$ cat src/core/dso_regs.svh
// Constants for the drive status output block
`ifndef DSO_REGS_SVH
`define DSO_REGS_SVH

// Frequency word width (drive frequency units)
`define DSO_FREQ_W      16
// Number of status output terminals
`define DSO_NUM_TERM    2
// Function select width and codes
`define DSO_FSEL_W      8
`define DSO_FSEL_RUN    8'h00
`define DSO_FSEL_SPEED  8'h01
`define DSO_FSEL_ABOVE  8'h02
// Arrival band, percent of maximum frequency
`define DSO_FON_PCT     32'd1
`define DSO_FOFF_PCT    32'd2
`define DSO_PCT_DEN     32'd100
// Reset values
`define DSO_IND_RST     1'b0
`define DSO_OE_RST      1'b0
`define DSO_PIN_LOW     1'b0

`endif

$ cat src/core/dso_pkg.sv
// Types shared by the drive status output block
package dso_pkg;

    typedef enum logic [1:0] {
        DSO_RAMP_CONST,
        DSO_RAMP_ACCEL,
        DSO_RAMP_DECEL
    } dso_ramp_t;

    // Live drive state, from drive logic on the same clock
    typedef struct packed {
        logic        runMode;
        logic        motorOn;
        dso_ramp_t   ramp;
        logic [15:0] outFreq;
    } dso_drive_t;

    // Programmed settings
    typedef struct packed {
        logic [15:0] targetFreq;
        logic [15:0] startFreq;
        logic [15:0] maxFreq;
        logic [15:0] accelOnThr;
        logic [15:0] decelOffThr;
    } dso_cfg_t;

    // Internal indications, high when true
    typedef struct packed {
        logic running;
        logic atSpeed;
        logic aboveThr;
    } dso_ind_t;

endpackage

$ cat src/core/dso_band_detect.sv
// Hysteresis window detector around a reference frequency
`timescale 1ns/1ps
`default_nettype none
`include "dso_regs.svh"

module dso_band_detect
    import dso_pkg::*;
(
    input  wire logic                     clock,
    input  wire logic                     rst,
    input  wire logic                     enable,
    input  wire logic [`DSO_FREQ_W-1:0]   freq,
    input  wire logic [`DSO_FREQ_W-1:0]   refFreq,
    input  wire logic [`DSO_FREQ_W-1:0]   onBand,
    input  wire logic [`DSO_FREQ_W-1:0]   offBand,
    output logic                          inBand_q
);

    logic [`DSO_FREQ_W-1:0] diff;

    assign diff = (freq >= refFreq) ? freq - refFreq : refFreq - freq;

    // Enter inside the narrow band, leave past the wide one or when disabled
    always_ff @(posedge clock)
    begin
        if (rst || !enable)
            inBand_q <= `DSO_IND_RST;
        else if (diff <= onBand)
            inBand_q <= 1'b1;
        else if (diff > offBand)
            inBand_q <= 1'b0;
    end

endmodule
`default_nettype wire

$ cat src/core/dso_status_outputs.sv
// Drive status outputs: run, at-speed and over-threshold indications
`timescale 1ns/1ps
`default_nettype none
`include "dso_regs.svh"

module dso_status_outputs
    import dso_pkg::*;
(
    input  wire logic                                     clock,
    input  wire logic                                     rst,
    input  wire dso_drive_t                               drive,
    input  wire dso_cfg_t                                 cfg,
    input  wire logic [`DSO_NUM_TERM*`DSO_FSEL_W-1:0]     termSel,
    output dso_ind_t                                      ind_q,
    output logic [`DSO_NUM_TERM-1:0]                      termOut_q,
    output logic [`DSO_NUM_TERM-1:0]                      termOe_q,
    output logic [`DSO_NUM_TERM-1:0]                      termLevel_n_q
);

    logic                   running_q;
    logic                   atSpeed_q;
    logic                   aboveThr_q;
    logic                   aboveThr_d;
    logic                   inBand;
    logic [`DSO_FREQ_W-1:0] bandOn_q;
    logic [`DSO_FREQ_W-1:0] bandOff_q;

    // Band widths from maximum frequency; widened to avoid overflow
    always_ff @(posedge clock)
    begin
        if (rst)
        begin
            bandOn_q  <= '0;
            bandOff_q <= '0;
        end
        else
        begin
            bandOn_q  <= 16'((32'(cfg.maxFreq) * `DSO_FON_PCT) / `DSO_PCT_DEN);
            bandOff_q <= 16'((32'(cfg.maxFreq) * `DSO_FOFF_PCT) / `DSO_PCT_DEN);
        end
    end

    // Run indication: set past start frequency, held until stop mode
    always_ff @(posedge clock)
    begin
        if (rst)
            running_q <= `DSO_IND_RST;
        else if (!drive.runMode)
            running_q <= 1'b0;
        else if (drive.motorOn && drive.outFreq > cfg.startFreq)
            running_q <= 1'b1;
    end

    dso_band_detect u_band (
        .clock    (clock),
        .rst      (rst),
        .enable   (drive.motorOn),
        .freq     (drive.outFreq),
        .refFreq  (cfg.targetFreq),
        .onBand   (bandOn_q),
        .offBand  (bandOff_q),
        .inBand_q (inBand)
    );

    // At-speed: band hit only counts at constant output
    always_ff @(posedge clock)
    begin
        if (rst)
            atSpeed_q <= `DSO_IND_RST;
        else
            atSpeed_q <= drive.motorOn && drive.ramp == DSO_RAMP_CONST && inBand;
    end

    // Over-threshold: set going up, cleared going down, held between
    always_comb
    begin
        aboveThr_d = aboveThr_q;
        if (!drive.motorOn)
            aboveThr_d = 1'b0;
        else
        begin
            unique case (drive.ramp)
                DSO_RAMP_ACCEL:
                begin
                    if (drive.outFreq >= cfg.accelOnThr)
                        aboveThr_d = 1'b1;
                end
                DSO_RAMP_DECEL:
                begin
                    if (drive.outFreq < cfg.decelOffThr)
                        aboveThr_d = 1'b0;
                end
                DSO_RAMP_CONST:
                begin
                    if (drive.outFreq >= cfg.accelOnThr)
                        aboveThr_d = 1'b1;
                    else if (drive.outFreq < cfg.decelOffThr)
                        aboveThr_d = 1'b0;
                end
                default:
                    aboveThr_d = 1'b0;
            endcase
        end
    end

    always_ff @(posedge clock)
    begin
        if (rst)
            aboveThr_q <= `DSO_IND_RST;
        else
            aboveThr_q <= aboveThr_d;
    end

    always_ff @(posedge clock)
    begin
        if (rst)
            ind_q <= '0;
        else
            ind_q <= '{running: running_q, atSpeed: atSpeed_q, aboveThr: aboveThr_q};
    end

    // Terminal routing; unknown codes leave the terminal released
    genvar t;
    generate
        for (t = 0; t < `DSO_NUM_TERM; t++)
        begin : g_term
            logic [`DSO_FSEL_W-1:0] sel;
            logic                   active;

            assign sel = termSel[t*`DSO_FSEL_W +: `DSO_FSEL_W];

            always_comb
            begin
                unique case (sel)
                    `DSO_FSEL_RUN:   active = running_q;
                    `DSO_FSEL_SPEED: active = atSpeed_q;
                    `DSO_FSEL_ABOVE: active = aboveThr_q;
                    default:         active = 1'b0;
                endcase
            end

            // Open collector: only ever pulls low, enable carries the state
            always_ff @(posedge clock)
            begin
                if (rst)
                begin
                    termOut_q[t]     <= `DSO_PIN_LOW;
                    termOe_q[t]      <= `DSO_OE_RST;
                    termLevel_n_q[t] <= 1'b1;
                end
                else
                begin
                    termOut_q[t]     <= `DSO_PIN_LOW;
                    termOe_q[t]      <= active;
                    termLevel_n_q[t] <= !active;
                end
            end
        end
    endgenerate

    // Helper terms for the checks below
    logic [`DSO_FREQ_W-1:0] chkDiff;
    logic                   chkSteady;

    assign chkDiff   = (drive.outFreq >= cfg.targetFreq) ? drive.outFreq - cfg.targetFreq
                                                         : cfg.targetFreq - drive.outFreq;
    assign chkSteady = drive.motorOn && drive.ramp == DSO_RAMP_CONST;
endmodule
`default_nettype wire

$ cat config.mk
export PLATFORM = sky130hd
export DESIGN_NAME = dso_status_outputs
export DESIGN_NICKNAME = d
export VERILOG_FILES = /design/src/core/dso_pkg.sv /design/src/core/dso_band_detect.sv /design/src/core/dso_status_outputs.sv
export VERILOG_INCLUDE_DIRS = /design/src /design/src/core
export SDC_FILE = /design/constraint.sdc
export NUM_CORES = 1
export LEC_CHECK = 0
export BUFFER_PORTS_ARGS = -buffer_cell sky130_fd_sc_hd__buf_2
export CAP_MARGIN = 10
export CORE_ASPECT_RATIO = 0.8
export CORE_MARGIN = 10
export CORE_UTILIZATION = 60
export DETAILED_ROUTE_END_ITERATION = 12
export PLACE_DENSITY = 0.89
export SYNTH_ARGS = -nofsm -noshare
export SYNTH_HDL_FRONTEND = slang
export SYNTH_SLANG_ARGS = --single-unit
$ cat constraint.sdc
create_clock -name clock -period 10.9 [get_ports clock]
set_clock_uncertainty 0.1 [all_clocks]
set_input_delay 2.18 -clock clock [delete_from_list [all_inputs] [get_ports clock]]
set_output_delay 2.18 -clock clock [all_outputs]
set_load 0.005 [all_outputs]
==> summary.md <==
| Metric | Value |
|---|---|
| Tightest Hold Check Type | `flip-flop to flip-flop` |
| Number of routed nets with antenna violations | `0` |
| CP max-delay cell | `a221oi_4` |
| Most frequent cells in the layout | `buf_2, inv_1, ha_1` |
| RSZ-0062 raised after global routing | `false` |
| Via Count | `8,280` |
| Worst R2R Setup Slack | `7760 ps` |
| Antenna fix cells | `0` |
| Hold Slack | `391 ps` |
| Post-CTS sizing | `0` |
| Post-synthesis cell count | `1,070` |
| Max-capacitance violation count | `0` |
| Pre-antenna DRT Iters | `6` |
| CTS buffer count | `5` |
| Setup TNS Final | `0 ps` |
| Unique masters post-synth | `100` |
| Area grow syn2layout | `11.3%` |
| Overflow after GRT | `0` |
| Core area | `12,300 sq um` |
| Top cells by area, synth | `ha_1, dfxtp_1, inv_1` |
| HP Start | `u_band.inBand_q$_SDFFE_PP0P_` |
| First-pass GRT wire length | `36,200 microns` |
| WL/cell | `16.0 microns` |
| Hold Path Depth | `1` |
| First DRT Iteration DRCs | `732` |
| R2R cell count | `19` |
| Status | `finished, final reports clean` |
| GRT Overall Usage | `0.232` |
| Die Span X | `147 microns` |
| Post-place instance area | `8390 sq um` |
| Final GP Congestion | `0.914` |
| Final count of hold timing violations | `0` |
| Static Leakage | `4.06 nW` |
| Core Util, Final | `0.693` |
| Clk slew on worst S/H paths | `50 ps` |
| Yosys top cell area share | `0.163` |
| FF-to-FF End | `u_band.inBand_q$_SDFFE_PP0P_` |
| Vias in the first global route | `7,716` |
| Avg Vias per Cell | `6.18` |
| Die height | `121 microns` |
| DR DRC count | `0` |
| Cell row count | `36` |
| Sequential area share after synthesis | `0.0834` |
| Initial antenna violation count | `0` |
| Crit-path max cell delay | `590 ps` |
| Yosys top cell by area | `ha_1` |
| Crit path max fanout | `15` |
| Main synth FF type | `dfxtp_1` |
| Synthesized area | `7680 sq um` |
| Die Footprint | `17,800 sq um` |
| Max Buffers Root-to-Sink | `2` |
| H-Tree Depth | `2` |
| Hold EP | `atSpeed_q$_SDFF_PP0_` |
| Post-CTS setup buffers | `0` |
| EDFF count, synth | `0` |
| Leading cell type in the layout, fill and taps excluded | `buf_2` |
| WL final | `21,400 microns` |
| Finished Cell Area | `8550 sq um` |
| Worst r2r src | `bandOff_q[1]$_SDFF_PP0_` |
| Layout cells sized above 1 | `0.167` |
| Synth warn | `0` |
| Required @ worst endpoint | `11,010 ps` |
| IO Count | `127` |
| Arrival time worst endpoint | `10,330 ps` |
| Worst Setup Path Type | `input pin to flip-flop` |
| Shortest period the worst path allows | `10,220 ps` |
| Fin. max-slew vios | `0` |
| Clock sinks | `32` |
| DPL Wire Length | `17,000 microns` |
| Nets | `1,388` |
| VDD IR max | `0.357 mV` |
| Synth Register Bits | `32` |
| Fin crit share | `0.938` |
| FFs w/ async S/R, synth | `0` |
| Slew margin rel. | `0.312` |
| Clock root buffer | `clkbuf_16` |
| Worst skew pair latency | `280 ps` |
| IO buf count | `123` |
| Initial core utilization | `0.622` |
| Max Clk Rate | `0.0978 GHz` |
| CP startpoint kind | `input pin` |
| Final setup vio count | `0` |
| Least-Margin Pin Slew | `1020 ps` |
| Worst Setup End Kind | `flip-flop` |
| CTS tree | `done` |
| Pwr dens | `223 nW/um^2` |
| Avg Cell Area, Syn | `7.18 sq um` |
| Pin count of the biggest net entering global routing | `29` |
| CTS Hold Bufs | `0` |
[worst max-delay path by stage]
stage / start / cells past startpoint / endpoint / slack, ps
after floorplan: cfg[44] / 33 / bandOn_q[0]$_SDFF_PP0_ / 1660
after global placement: cfg[45] / 30 / bandOff_q[0]$_SDFF_PP0_ / 730
after detailed placement: cfg[45] / 30 / bandOff_q[0]$_SDFF_PP0_ / 510
after CTS: cfg[45] / 30 / bandOff_q[0]$_SDFF_PP0_ / 810
after global routing: cfg[45] / 29 / bandOff_q[0]$_SDFF_PP0_ / 100
final: cfg[45] / 29 / bandOff_q[0]$_SDFF_PP0_ / 680
[critical path: cells and delay by family]
family	cells	cell delay, ps
fa+ha+maj	1	340
compound gates	13	4040
mux	1	330
buf+inv	2	420
xor+xnor	2	680
simple gates	10	2330
[synth_stat cells (all sizes together), types with 8 or more instances]
master   count
mux2i       20
o211ai      24
inv        122
a211oi       8
buf         23
nand2b      27
and2         8
nand4       16
nor2b       26
nor3        30
or2         12
xnor2       46
o211a        9
nand2       60
dfxtp       32
o31ai       13
ha         100
o21a        12
a21o        23
or3         11
a21oi       90
clkbuf      25
nand3       26
o21ai       56
mux2        11
nor2        75
o21bai      12
a31oi       17
a2111oi      8
nor4        13
[registers in the layout, summed over array words and instances (netlist names)]
signal	count
running_q	1
ind_q	3
termOe_q	2
termLevel_n_q	2
atSpeed_q	1
u_band.inBand_q	1
aboveThr_q	1
bandOff_q	11
bandOn_q	10
[report_power, final]
part	switching, W	leakage (nW)	internal (W)	total (W)
sequential	0.00000768	0.264	0.000144	0.000152
combinational	0.000939	3.72	0.000657	0.00160
clock	0.0000506	0.0798	0.000107	0.000158
[per-stage QoR]
stage / std cells / total power (W) / worst slack [ps]
4_1_cts: 1340 / 0.00188 / 805
2_1_floorplan: 1071 / 0.00141 / 1660
3_3_place_gp: 1332 / 0.00164 / 729
3_5_place_dp: 1332 / 0.00170 / 514
6_report: 1340 / 0.00190 / 680
5_1_grt: 1340 / 0.00209 / 101
[per-layer routing]
| metal | wire [microns] | global-route usage | up-vias |
|---|---|---|---|
| li1 | - | - | 4104 |
| met5 | 0 | 0 | - |
| met2 | 10000 | 0.399 | 325 |
| met4 | 210 | 0.0337 | 0 |
| met3 | 1590 | 0.0384 | 27 |
| met1 | 9540 | 0.304 | 3824 |
[logic make-up (layout without fill, tap and decap cells)]
family | Yosys count | after routing | synth area share
AO/OA/AOI/OAI | 346 | 346 | 0.321
XOR/XNOR | 52 | 52 | 0.0612
adder cells (fa/ha/maj) | 108 | 108 | 0.176
buffers and inverters | 173 | 271 | 0.0932
flip-flops | 32 | 32 | 0.0834
multiplexers | 31 | 31 | 0.0432
other | 1 | 2 | 0.000488
AND/OR/NAND/NOR | 327 | 327 | 0.222
[area by class of cell]
type | count | area (sq um)
clock buffers | 5 | 125
clock inverters | 3 | 42.5
repair buffers | 138 | 728
multi-input cells | 866 | 6330
fillers | 1046 | 3790
flip-flops and latches | 32 | 641
inverters | 125 | 469
well taps | 171 | 214
(Power assumes the default switching activity.)
